## src/hw/pwpm_pkg.sv

```systemverilog
// package for the pulse width / period meter: register map, field layouts,
// reset values and timing constants.
// assumes a 40 MHz system clock that also serves as the meter's input clock.
package pwpm_pkg;

  // register byte offsets on the avalon slave
  localparam logic [4:0] OFS_CTRL    = 5'h00;
  localparam logic [4:0] OFS_PRESC   = 5'h04;
  localparam logic [4:0] OFS_RESULT  = 5'h08;
  localparam logic [4:0] OFS_STATUS  = 5'h0c;
  localparam logic [4:0] OFS_MASK    = 5'h10;
  localparam logic [4:0] OFS_STATE   = 5'h14;

  localparam int ADDR_W = 5;
  localparam int DATA_W = 32;
  localparam int CNT_W  = 16;
  localparam int DIV_W  = 20;
  localparam int PIN_N  = 4;

  // control register layout, bit 7 downward
  typedef struct packed {
    logic       preserve;   // bit 7
    logic       route_ded;  // bit 6
    logic [1:0] pin_sel;    // bits 5:4
    logic       newer;      // bit 3
    logic       invert;     // bit 2
    logic       period;     // bit 1
    logic       enable;     // bit 0
  } pwpm_cfg_t;
  localparam logic [7:0] CTRL_RST = 8'h00;

  // status, mask and interrupt layout
  typedef struct packed {
    logic ovf;   // bit 1
    logic newm;  // bit 0
  } pwpm_evt_t;
  localparam int EVT_W = 2;

  // prescaler codes
  localparam logic [3:0] PRESC_OLD_MASK = 4'h7;
  localparam logic [3:0] PRESC_DECL_DEF = 4'h0;

  // count-clock scaling
  localparam int SCALE   = 2000;
  localparam int CLK_MHZ = 40;
  localparam int REF_MHZ = 10;
  localparam int OLD_BASE_CYC = SCALE / 1000;
  localparam int NEW_BASE_CYC = SCALE * CLK_MHZ / (REF_MHZ * 1000);

  localparam logic [CNT_W-1:0] CNT_MAX = 16'hffff;

  // typical result read latency of the older variant
  localparam int T_FIN_NS     = 86000;
  localparam int T_RET_NEW_NS = 52000;
  localparam int T_RET_OLD_NS = 22000;
  localparam int T_FIN_CYC     = T_FIN_NS * CLK_MHZ / 1000;
  localparam int T_RET_NEW_CYC = T_RET_NEW_NS * CLK_MHZ / 1000;
  localparam int T_RET_OLD_CYC = T_RET_OLD_NS * CLK_MHZ / 1000;

endpackage

```

## src/hw/pwpm_meter.sv

```systemverilog
// pulse width / period meter with avalon-mm register slave and interrupt.
// assumes one 40 MHz clock, synchronous reset, and asynchronous input pins.
`timescale 1ns/1ps
`default_nettype none

module pwpm_meter #(
  parameter logic [3:0] DECL_PRESC  = pwpm_pkg::PRESC_DECL_DEF,
  parameter int         FIN_CYC     = pwpm_pkg::T_FIN_CYC,
  parameter int         RET_NEW_CYC = pwpm_pkg::T_RET_NEW_CYC,
  parameter int         RET_OLD_CYC = pwpm_pkg::T_RET_OLD_CYC
) (
  input  wire logic                          clk_i,
  input  wire logic                          srst_i,
  input  wire logic [pwpm_pkg::ADDR_W-1:0]   avs_address_i,
  input  wire logic                          avs_read_i,
  input  wire logic                          avs_write_i,
  input  wire logic [pwpm_pkg::DATA_W-1:0]   avs_writedata_i,
  input  wire logic [3:0]                    avs_byteenable_i,
  output logic [pwpm_pkg::DATA_W-1:0]        avs_readdata_o,
  output logic                               avs_waitrequest_o,
  input  wire logic [pwpm_pkg::PIN_N-1:0]    timer_pin_i,
  output logic                               irq_o
);

  localparam int LAT_W = 16;

  pwpm_pkg::pwpm_cfg_t               cfg;
  logic [3:0]                        presc_rt;
  logic                              presc_ovr;
  pwpm_pkg::pwpm_evt_t               sts;
  pwpm_pkg::pwpm_evt_t               mask;
  logic [pwpm_pkg::CNT_W-1:0]        result;
  logic [pwpm_pkg::CNT_W-1:0]        count;
  logic [pwpm_pkg::DIV_W-1:0]        div_cnt;
  logic [pwpm_pkg::PIN_N-1:0]        pin_s1;
  logic [pwpm_pkg::PIN_N-1:0]        pin_s2;
  logic                              lvl_q;
  logic                              ovf_hold;
  logic                              ovf_done;
  logic                              ack;
  logic                              lat_busy;
  logic [LAT_W-1:0]                  lat_cnt;
  logic                              pending;
  logic                              cfg_seam;

  logic                              req;
  logic                              wr_take;
  logic                              rd_take;
  logic                              rd_result;
  logic [3:0]                        presc_eff;
  logic [pwpm_pkg::DIV_W-1:0]        div_lim;
  logic                              tick;
  logic                              lvl;
  logic                              active;
  logic                              edge_hit;
  logic                              done;
  logic                              ovf_evt;
  logic                              ded_eff;
  pwpm_pkg::pwpm_evt_t               set_evt;
  logic [LAT_W-1:0]                  lat_load;
  logic [pwpm_pkg::DATA_W-1:0]       next_rdata;
  logic [pwpm_pkg::CNT_W-1:0]        capt;

  // avalon handshake
  assign req       = avs_read_i | avs_write_i;
  assign wr_take   = avs_write_i & ack;
  assign rd_take   = avs_read_i & ack;
  assign rd_result = rd_take & (avs_address_i == pwpm_pkg::OFS_RESULT);
  assign avs_waitrequest_o = req & ~ack;

  // the long wait mimics the firmware read path, so only result reads pay it
  assign lat_load = cfg.newer ? '0
                  : LAT_W'(FIN_CYC + (pending ? RET_NEW_CYC : RET_OLD_CYC) - 1);

  always_ff @(posedge clk_i)
  begin
    if (srst_i)
    begin
      ack      <= 1'b0;
      lat_busy <= 1'b0;
      lat_cnt  <= '0;
    end
    else if (ack)
    begin
      ack <= 1'b0;
    end
    else if (lat_busy)
    begin
      if (lat_cnt == '0)
      begin
        lat_busy <= 1'b0;
        ack      <= 1'b1;
      end
      else
      begin
        lat_cnt <= lat_cnt - 1'b1;
      end
    end
    else if (req)
    begin
      if (avs_read_i && avs_address_i == pwpm_pkg::OFS_RESULT && !cfg.newer)
      begin
        lat_busy <= 1'b1;
        lat_cnt  <= lat_load;
      end
      else
      begin
        ack <= 1'b1;
      end
    end
  end

  // read mux, registered as the answer is given
  always_comb
  begin
    next_rdata = '0;
    case (avs_address_i)
      pwpm_pkg::OFS_CTRL:   next_rdata[7:0] = cfg;
      pwpm_pkg::OFS_PRESC:  next_rdata[4:0] = {presc_ovr, presc_eff};
      pwpm_pkg::OFS_RESULT: next_rdata[pwpm_pkg::CNT_W-1:0] = result;
      pwpm_pkg::OFS_STATUS: next_rdata[pwpm_pkg::EVT_W-1:0] = sts;
      pwpm_pkg::OFS_MASK:   next_rdata[pwpm_pkg::EVT_W-1:0] = mask;
      pwpm_pkg::OFS_STATE:  next_rdata[pwpm_pkg::CNT_W+2:0] = {ded_eff, ovf_hold, lvl, count};
      default:              next_rdata = '0;
    endcase
  end

  always_ff @(posedge clk_i)
  begin
    if (srst_i)
      avs_readdata_o <= '0;
    else if (req && !ack && (!lat_busy || lat_cnt == '0))
      avs_readdata_o <= next_rdata;
  end

  // control and prescaler registers
  always_ff @(posedge clk_i)
  begin
    if (srst_i)
      cfg <= pwpm_pkg::CTRL_RST;
    else if (wr_take && avs_address_i == pwpm_pkg::OFS_CTRL && avs_byteenable_i[0])
      cfg <= avs_writedata_i[7:0];
  end

  always_ff @(posedge clk_i)
  begin
    if (srst_i)
    begin
      presc_rt  <= '0;
      presc_ovr <= 1'b0;
    end
    else if (wr_take && avs_address_i == pwpm_pkg::OFS_PRESC && avs_byteenable_i[0])
    begin
      presc_rt  <= avs_writedata_i[3:0];
      presc_ovr <= 1'b1;
    end
  end

  // older variant only honours the lower eight codes
  assign presc_eff = (presc_ovr ? presc_rt : DECL_PRESC & pwpm_pkg::PRESC_OLD_MASK)
                   & (cfg.newer ? 4'hf : pwpm_pkg::PRESC_OLD_MASK);

  // count clock period in system cycles
  assign div_lim = cfg.newer
                 ? pwpm_pkg::DIV_W'(pwpm_pkg::NEW_BASE_CYC) << presc_eff
                 : pwpm_pkg::DIV_W'(pwpm_pkg::OLD_BASE_CYC) << presc_eff;

  // pin synchroniser, every pin sampled each clock
  always_ff @(posedge clk_i)
  begin
    if (srst_i)
    begin
      pin_s1 <= '0;
      pin_s2 <= '0;
    end
    else
    begin
      pin_s1 <= timer_pin_i;
      pin_s2 <= pin_s1;
    end
  end

  // only pin 0 can reach the dedicated timer
  assign ded_eff = cfg.route_ded & (cfg.pin_sel == 2'h0);
  assign lvl     = pin_s2[cfg.pin_sel];

  always_ff @(posedge clk_i)
  begin
    if (srst_i)
      lvl_q <= 1'b0;
    else
      lvl_q <= lvl;
  end

  // a ctrl write may swap pin or polarity, so lvl_q briefly holds a foreign level;
  // the count restarts there too, so the first result is partial when a period or an active pulse spans the switch
  always_ff @(posedge clk_i)
  begin
    if (srst_i)
      cfg_seam <= 1'b0;
    else
      cfg_seam <= wr_take && (avs_address_i == pwpm_pkg::OFS_CTRL) && avs_byteenable_i[0];
  end

  assign active   = lvl ^ cfg.invert;
  assign edge_hit = cfg.invert ? (lvl & ~lvl_q) : (~lvl & lvl_q);

  // divider restarts with each measurement so the first unit is whole
  always_ff @(posedge clk_i)
  begin
    if (srst_i || !cfg.enable || cfg_seam)
      div_cnt <= '0;
    else if ((cfg.period && edge_hit) || (!cfg.period && !active))
      div_cnt <= '0;
    else if (div_cnt >= div_lim - 1'b1)
      div_cnt <= '0;
    else
      div_cnt <= div_cnt + 1'b1;
  end

  assign tick = cfg.enable && (div_cnt >= div_lim - 1'b1)
              && (cfg.period || active);

  // measurement end and overflow events
  assign done = cfg.enable && !cfg_seam
              && (cfg.period ? edge_hit : (lvl_q ^ cfg.invert) && !active);
  assign ovf_evt = cfg.enable && !done && tick && count == pwpm_pkg::CNT_MAX && !ovf_done;

  always_ff @(posedge clk_i)
  begin
    if (srst_i || !cfg.enable || cfg_seam)
    begin
      count    <= '0;
      ovf_done <= 1'b0;
    end
    else if (done)
    begin
      count    <= '0;
      ovf_done <= 1'b0;
    end
    else if (ovf_evt)
    begin
      ovf_done <= 1'b1;
    end
    else if (tick && count != pwpm_pkg::CNT_MAX)
    begin
      count <= count + 1'b1;
    end
  end

  // above setting 0 the unit that ends on the edge is whole, so it counts
  always_comb
  begin
    capt = count;
    if (cfg.period && tick && presc_eff != '0 && count != pwpm_pkg::CNT_MAX)
      capt = count + 1'b1;
  end

  // edge cycle itself is not counted at setting 0, software adds n
  always_ff @(posedge clk_i)
  begin
    if (srst_i)
      result <= '0;
    else if (ovf_evt)
      result <= pwpm_pkg::CNT_MAX;
    else if (done && !ovf_done)
      result <= capt;
  end

  // overflow state holds until the result is read
  always_ff @(posedge clk_i)
  begin
    if (srst_i)
      ovf_hold <= 1'b0;
    else if (ovf_evt)
      ovf_hold <= 1'b1;
    else if (rd_result)
      ovf_hold <= 1'b0;
  end

  assign set_evt.newm = done && !ovf_done && (!ovf_hold || cfg.preserve);
  assign set_evt.ovf  = ovf_evt;

  // pending result drives the longer return time
  always_ff @(posedge clk_i)
  begin
    if (srst_i)
      pending <= 1'b0;
    else if (set_evt.newm)
      pending <= 1'b1;
    else if (rd_result)
      pending <= 1'b0;
  end

  // sticky status, set wins over write-one-clear and read-clear
  genvar gi;
  generate
    for (gi = 0; gi < pwpm_pkg::EVT_W; gi++)
    begin : g_sts
      always_ff @(posedge clk_i)
      begin
        if (srst_i)
          sts[gi] <= 1'b0;
        else if (set_evt[gi])
          sts[gi] <= 1'b1;
        else if (wr_take && avs_address_i == pwpm_pkg::OFS_STATUS && avs_writedata_i[gi])
          sts[gi] <= 1'b0;
        else if (gi == 0 && rd_result)
          sts[gi] <= 1'b0;
      end
    end
  endgenerate

  always_ff @(posedge clk_i)
  begin
    if (srst_i)
      mask <= '0;
    else if (wr_take && avs_address_i == pwpm_pkg::OFS_MASK && avs_byteenable_i[0])
      mask <= avs_writedata_i[pwpm_pkg::EVT_W-1:0];
  end

  assign irq_o = |(sts & mask);

endmodule

`default_nettype wire

```

## config.mk

```make
export PLATFORM = sky130hd
export DESIGN_NAME = pwpm_meter
export DESIGN_NICKNAME = d
export VERILOG_FILES = /design/src/hw/pwpm_pkg.sv /design/src/hw/pwpm_meter.sv
export SDC_FILE = /design/constraint.sdc
export NUM_CORES = 1
export LEC_CHECK = 0
export BUFFER_PORTS_ARGS = -buffer_cell sky130_fd_sc_hd__buf_2
export CAP_MARGIN = 20
export CORE_MARGIN = 3
export CORE_UTILIZATION = 24
export CTS_BUF_LIST = sky130_fd_sc_hd__clkbuf_4
export DETAILED_ROUTE_END_ITERATION = 7
export GPL_ROUTABILITY_DRIVEN = 0
export HOLD_SLACK_MARGIN = 0.15
export SLEW_MARGIN = 10
export SYNTH_ARGS = -nofsm -noshare
export SYNTH_HDL_FRONTEND = slang
export SYNTH_SLANG_ARGS = --single-unit
```

## constraint.sdc

```tcl
create_clock -name clk_i -period 8.4 [get_ports clk_i]
set_input_delay 0.42 -clock clk_i [delete_from_list [all_inputs] [get_ports clk_i]]
set_output_delay 0.42 -clock clk_i [all_outputs]
set_load 0.02 [all_outputs]
```

Yosys cells after proc, flatten, opt, wreduce, memory -nomap -nowiden
Index checks and enable logic that the tools add are counted.
{"block": "word_totals", "output_inout_bits": 34, "ram_bits": 0, "latchBits": 0, "register_bits": 119, "in_bits": 49, "mem_bits_ro": 0, "mem_count": 0, "word_cells": 160}
{"block": "op_classes", "order_cmp": 2, "n_eq_ne": 8, "mux": 36, "mul": 0, "div_mod_pow": 0, "shift": 2, "bitwise_logic": 16, "n_addsub": 6, "reduce_logical": 63}
{"op": "2-to-1 mux 16 bit", "count": 8}
{"op": "logical AND 1 bit", "count": 30}
{"op": "adder 20 x 1 -> 20 bit (second input constant)", "count": 1}
{"op": ">= comparator 20 bit", "count": 1}
{"op": "2-to-1 mux 20 bit", "count": 1}
{"op": "left shift 2 x 4 -> 20 bit (first input constant)", "count": 1}
{"op": "left shift 4 x 4 -> 20 bit (first input constant)", "count": 1}
{"op": "subtractor 20 x 1 -> 20 bit (second input constant)", "count": 1}
{"op": "2-to-1 mux 1 bit", "count": 18}
{"op": "adder 16 x 1 -> 16 bit (second input constant)", "count": 1}
{"op": "equality test 16 bit (second input constant)", "count": 1}
{"op": "zero test 16 bit", "count": 1}
{"op": "!= test 16 bit (second input constant)", "count": 1}
{"op": "case mux 8 bit (2 select lines)", "count": 1}
{"op": "subtractor 16 x 1 -> 16 bit (second input constant)", "count": 1}
{"op": "subtractor 13 x 1 -> 14 bit (second input constant)", "count": 1}
{"op": "adder 12 x 12 -> 13 bit (first input constant)", "count": 1}
{"op": "2-to-1 mux 12 bit", "count": 1}
{"op": "case mux 2 bit (6 select lines)", "count": 1}
{"op": "case mux 3 bit (4 select lines)", "count": 1}
{"op": "nonzero test 2 bit", "count": 6}
{"op": "equality test 5 x 4 -> 1 bit (second input constant)", "count": 2}
{"op": "equality test 5 bit (second input constant)", "count": 2}
{"op": "zero test 1 bit", "count": 10}
{"op": "other kinds (22)", "count": 40}

Depth between registers and ports, before layout
{"block": "logic_depth", "depth_word": 14, "depth_mapped": 19, "ltp_nobuf": 17}

Least setup slack after synthesis
Ideal clock, no wire load.
{"block": "synth_timing", "path_type": "register to register", "start": "reg presc_ovr", "end": "reg count[4] (netlist bit)", "path_slack_ns": 4.090, "path_stages_with_launch": 20, "setup_time_ns": 0.128, "required_ns": 8.272, "synth_period_minus_slack_ns": 4.310, "path_buffers": 3, "t_arrival_ns": 4.182, "path_cell_list": "dfxtp_1 clkbuf_1 clkbuf_1 nand2_1 nand2_1 ha_1 o221ai_1 nor4_2 a21boi_2 xnor2_1 a21oi_1 ha_1 a21oi_1 a31oi_1 or3_1 o21ai_1 clkbuf_1 nor4b_1 xnor2_1 nor2_1"}
{"block": "synth_between", "elab_chain_cells": 13, "word_cells_on_any_way": 15, "classes_between": "add/sub (1); order compare (1); shift (2); mux (2); bitwise (2); reduce/logical (7)"}
{"item": "start: declaration", "line": "pwpm_meter.sv:29", "rtl": "logic presc_ovr;"}
{"item": "start signal: assignment", "line": "pwpm_meter.sv:150", "rtl": "presc_ovr <= 1'b0;"}
{"item": "start signal: assignment", "line": "pwpm_meter.sv:155", "rtl": "presc_ovr <= 1'b1;"}
{"item": "2-to-1 mux 4 bit (*)", "line": "pwpm_meter.sv:160", "rtl": "assign presc_eff = (presc_ovr ? presc_rt : DECL_PRESC & pwpm_pkg::PRESC_OLD_MASK)"}
{"item": "AND 4 bit (*)", "line": "pwpm_meter.sv:161", "rtl": "& (cfg.newer ? 4'hf : pwpm_pkg::PRESC_OLD_MASK);"}
{"item": "left shift 4 x 4 -> 20 bit or left shift 2 x 4 -> 20 bit (tied branches)", "line": "pwpm_meter.sv:165, pwpm_meter.sv:166"}
{"item": "2-to-1 mux 20 bit (*)", "line": "pwpm_meter.sv:165", "rtl": "? pwpm_pkg::DIV_W'(pwpm_pkg::NEW_BASE_CYC) << presc_eff"}
{"item": "subtractor 20 x 1 -> 20 bit (*)", "line": "pwpm_meter.sv:221", "rtl": "assign tick = cfg.enable && (div_cnt >= div_lim - 1'b1)"}
{"item": ">= comparator 20 bit (*)", "line": "pwpm_meter.sv:221"}
{"item": "logical AND 1 bit (*)", "line": "pwpm_meter.sv:221"}
{"item": "logical AND 1 bit (*)", "line": "pwpm_meter.sv:222", "rtl": "&& (cfg.period || active);"}
{"item": "logical AND 1 bit (3 in a row)", "line": "pwpm_meter.sv:227", "rtl": "assign ovf_evt = cfg.enable && !done && tick && count == pwpm_pkg::CNT_MAX && !ovf_done;"}
{"item": "inverter 1 bit (no source line)"}
{"item": "AND reduction 2 bit (no source line) (*)"}
{"item": "end signal: assignment", "line": "pwpm_meter.sv:247", "rtl": "count <= count + 1'b1;"}
{"item": "end: declaration", "line": "pwpm_meter.sv:33", "rtl": "logic [pwpm_pkg::CNT_W-1:0] count;"}
Mark *: on every way between the ends. The rest lies on a longest branch, timed or not.
A chain may end at the register's enable or synchronous reset.

Final worst setup path
{"block": "layout_timing", "start": "reg cfg[3] (netlist bit)", "end": "reg result[6] (netlist bit)"}
{"block": "layout_between", "elab_chain_cells": 14, "word_cells_on_any_way": 20, "classes_between": "add/sub (1); order compare (1); shift (2); mux (5); bitwise (1); reduce/logical (10)"}
{"item": "start: declaration", "line": "pwpm_meter.sv:27", "rtl": "pwpm_pkg::pwpm_cfg_t cfg;"}
{"item": "start signal: assignment", "line": "pwpm_meter.sv:140", "rtl": "cfg <= pwpm_pkg::CTRL_RST;"}
{"item": "start signal: assignment", "line": "pwpm_meter.sv:142", "rtl": "cfg <= avs_writedata_i[7:0];"}
{"item": "2-to-1 mux 4 bit", "line": "pwpm_meter.sv:161"}
{"item": "AND 4 bit", "line": "pwpm_meter.sv:161"}
{"item": "left shift 4 x 4 -> 20 bit or left shift 2 x 4 -> 20 bit (tied branches)", "line": "pwpm_meter.sv:165, pwpm_meter.sv:166"}
{"item": "2-to-1 mux 20 bit", "line": "pwpm_meter.sv:165"}
{"item": "subtractor 20 x 1 -> 20 bit", "line": "pwpm_meter.sv:221"}
{"item": ">= comparator 20 bit", "line": "pwpm_meter.sv:221"}
{"item": "logical AND 1 bit", "line": "pwpm_meter.sv:221"}
{"item": "logical AND 1 bit", "line": "pwpm_meter.sv:222"}
{"item": "logical AND 1 bit (3 in a row)", "line": "pwpm_meter.sv:255", "rtl": "if (cfg.period && tick && presc_eff != '0 && count != pwpm_pkg::CNT_MAX)"}
{"item": "2-to-1 mux 16 bit", "line": "pwpm_meter.sv:255"}
{"item": "2-to-1 mux 16 bit", "line": "pwpm_meter.sv:266", "rtl": "else if (done && !ovf_done)"}
{"item": "2-to-1 mux 16 bit", "line": "pwpm_meter.sv:264", "rtl": "else if (ovf_evt)"}
{"item": "end signal: assignment", "line": "pwpm_meter.sv:265", "rtl": "result <= pwpm_pkg::CNT_MAX;"}
{"item": "end signal: assignment", "line": "pwpm_meter.sv:267", "rtl": "result <= capt;"}
{"item": "end: declaration", "line": "pwpm_meter.sv:32", "rtl": "logic [pwpm_pkg::CNT_W-1:0] result;"}
Several ways; a longest one is shown, not always the timed one. The select of a mux whose other input is x is not followed.

==> results.toml <==
[run_status]
outcome = "finished clean"

[logic_synthesis]
ys_ff_latch = 119
ys_seq_area_frac = 0.360
synth_edf_count = 0
netlist_instances = 805
synth-warning-count = 0
syn_area_per_cell_sq_um = 8.21
synth-main-ff-cell = "dfxtp_1"
ys_types = 68
synth_top_area_frac = 0.360
yosysTopAreaCell = "dfxtp_1"
synth_area_sq_um = 6610
async_reset_ff_frac = 0
synthTopCellsByArea = "dfxtp_1 (36%), nor2_1 (5.8%), ha_1 (4.4%)"

[grt]
grt_use_met3 = 0.0290
grt-busiest-layer = "met2"
grt_max_degree = 84
antenna_found_initial = 0
global_route.usage.met1 = 0.146
grt_pass1_wl_um = 28200
globalRouteOverflowTotal = 0
grtUsageTotal = 0.119
grt_util_met2 = 0.207
grt_pass1_vias = 5509

[min_path]
hold_path_depth = 3
hp-class = "input pin to flip-flop"

[die]
die_area_sq_um = 29600
rows = 60
core_sq_um = 27000
die_w_um = 172
start_util = 0.245
die-height_um = 172
ios = 83

[flow_run]
maxCapViolations = 0

[route]
finalWirelength_um = 17400
dr.pass1.iters = 6
vias = 5769
ant_nets = 0
wl_per_cell_um = 14.7
drtIter0Drc = 286
vias_per_cell = 4.86
drc = 0

[power]
ir_drop_v = 0.0000817
leakagePower_uw = 0.00260
powerDensity_nw_per_um2 = 144

[final_layout]
final_util = 0.275
multi_input_area_sq_um = 3930
fin_nets = 903
drive_gt1_frac = 0.137
syn2layout_area_growth_pct = 12.4
register_area_sq_um = 2380
fill_cells = 2947

[setup_path]
cp-start-kind = "flip-flop"
arrival_ns = 5.73
path_max_fanout = 17
required_ns = 8.86
criticalPathCategory = "flip-flop to flip-flop"
endpoint_kind = "flip-flop"
ff2ff_path_depth = 18

[placement]
dp_hpwl_um = 12100
port_buffers = 42

[sta]
fmax_mhz = 190
period_minus_slack_ns = 5.27
period_share = 0.627
fin_skew_ns = 0.0244
finalSetupViolations = 0
final_hold_viol_count = 0
worst_pin_slew_ns = 0.946
rsz0062_at_grt = "false"
tns_ns = 0
relSlewSlack = 0.369
slew_violations = 0

[clocking]
ctsResizeCount = 0
clock_latency_ns = 0.55
ctsRootBufferMaster = "clkbuf_4"
htree_levels = 4
cts_tree = "done"
clock_path_buffers = 2
numCtsBuffers = 17
hold_buffers = 11
cts.sinks = 119
clkTransAtPathRegs_ns = 0.12
post_cts_buffers = 0
==> power by group <==
group          internal (uW)  switching (uW)  leakage, uW
clock                    187             241     0.000152
sequential               571            4.13     0.000962
combinational           22.6            47.4      0.00149
total                    780             293      0.00260
==> cell type report <==
cell class / count / share of cell area
multi-input cells: 624 / 0.529
diodes: 1 / 0.000337
well taps: 341 / 0.0574
clock inverters: 13 / 0.0200
flip-flops and latches: 119 / 0.321
repair buffers: 57 / 0.0472
inverters: 12 / 0.00606
clock buffers: 19 / 0.0192
==> logic make-up (layout without fill, tap and decap cells) <==
group / after synthesis / in the layout / synth area share
buffers and inverters: 74 / 101 / 0.0532
multiplexers: 28 / 28 / 0.0454
AO/OA/AOI/OAI: 150 / 150 / 0.154
AND/OR/NAND/NOR: 361 / 361 / 0.279
other: 2 / 15 / 0.00114
flip-flops: 119 / 119 / 0.360
XOR/XNOR: 48 / 48 / 0.0636
adder cells (fa/ha/maj): 23 / 23 / 0.0435
==> metal layers <==
metal | routed length, um | vias to the layer above
li1 | - | 2898
met1 | 7850 | 2732
met2 | 8670 | 119
met3 | 650 | 20
met4 | 220 | 0
met5 | 0 | -
==> cell usage after synthesis (3+ instances only) <==
cell and number:
a21o_1 3, and2_1 9, a211oi_2 9, o21ai_0 30, o31a_1 3, clkbuf_1 38
dfxtp_1 119, nor2_2 9, a211oi_1 9, o31ai_1 4, xnor2_1 23, nand2_1 69
and4_1 4, o21a_1 3, nor2_1 103, a221oi_1 12, a21oi_1 47, nor2b_1 18
nand3_1 36, inv_1 11, nor3_1 35, buf_2 8, mux2i_1 21, mux2_2 6
xor2_1 25, a31oi_1 5, nand2b_1 6, or3_1 9, or2_2 3, nor3b_1 5
nor4_1 7, and3_1 10, ha_1 23, nand4_1 15, a22oi_1 5, o21ai_1 3
nand3b_1 9, buf_4 13
==> registers in the layout, indices dropped and copies added (netlist names) <==
name and cells:
lat_cnt 16, ovf_done 1, ack 1, lvl_q 1, mask 2, count 16, div_cnt 20, pin_s1 4
cfg 8, pending 1, presc_rt 4, ovf_hold 1, result 16, pin_s2 4, cfg_seam 1, lat_busy 1
presc_ovr 1, avs_readdata_o 19, sts 2
==> critical path, cell delays in order, from the launching register on <==
cell      delay (ns)
dfxtp_1         0.70
inv_1           0.32
nand2_1         0.15
ha_1            0.19
o221ai_1        0.19
nor4_2          0.55
a21boi_2        0.35
mux2i_1         0.23
a31oi_1         0.11
ha_1            0.34
nand4_1         0.12
nor3_1          0.29
o31a_1          0.20
o21ai_1         0.08
buf_4           0.21
o41ai_4         0.53
buf_4           0.33
nor2_1          0.07
a211oi_1        0.20
==> stage by stage <==
stage                     cell area, sq um  cells  hold WS [ns]  power [uW]  setup slack, ns
final                                 7430   1186         0.213        1070             3.13
after global routing                  7430   1185         0.213        1120             2.61
after CTS                             7430   1185         0.172        1090             3.14
after detailed placement              7030   1142         0.424         654             3.18
after global placement                7030   1142         0.424         653             3.22
after floorplan                       6660    817         0.414         637             4.09
==> cell usage in the layout (no fill, tap or decap), drive strengths merged, types with 10 or more instances in the layout <==
cell type and n:
nand4 15, mux2i 21, nor3 35, and3 10, nor2b 18, ha 23
clkbuf 19, xnor2 23, inv 14, nor2 112, nand3 37, xor2 25
buf 46, conb 14, nand2 69, nor4 10, a21oi 47, and2 10
o21ai 33, a211oi 18, dlygate4sd3 11, dfxtp 119, a221oi 12
==> final timing paths <==
kind                               endpoint               start  slack (ns)
worst min register to register    pin_s2[2]           pin_s1[2]        0.45
worst max-delay path              result[6]              cfg[3]        3.13
worst max register to register    result[6]              cfg[3]        3.13
worst min-delay path            presc_rt[1]  avs_writedata_i[1]        0.21
Power figures use the tool's default switching activity.
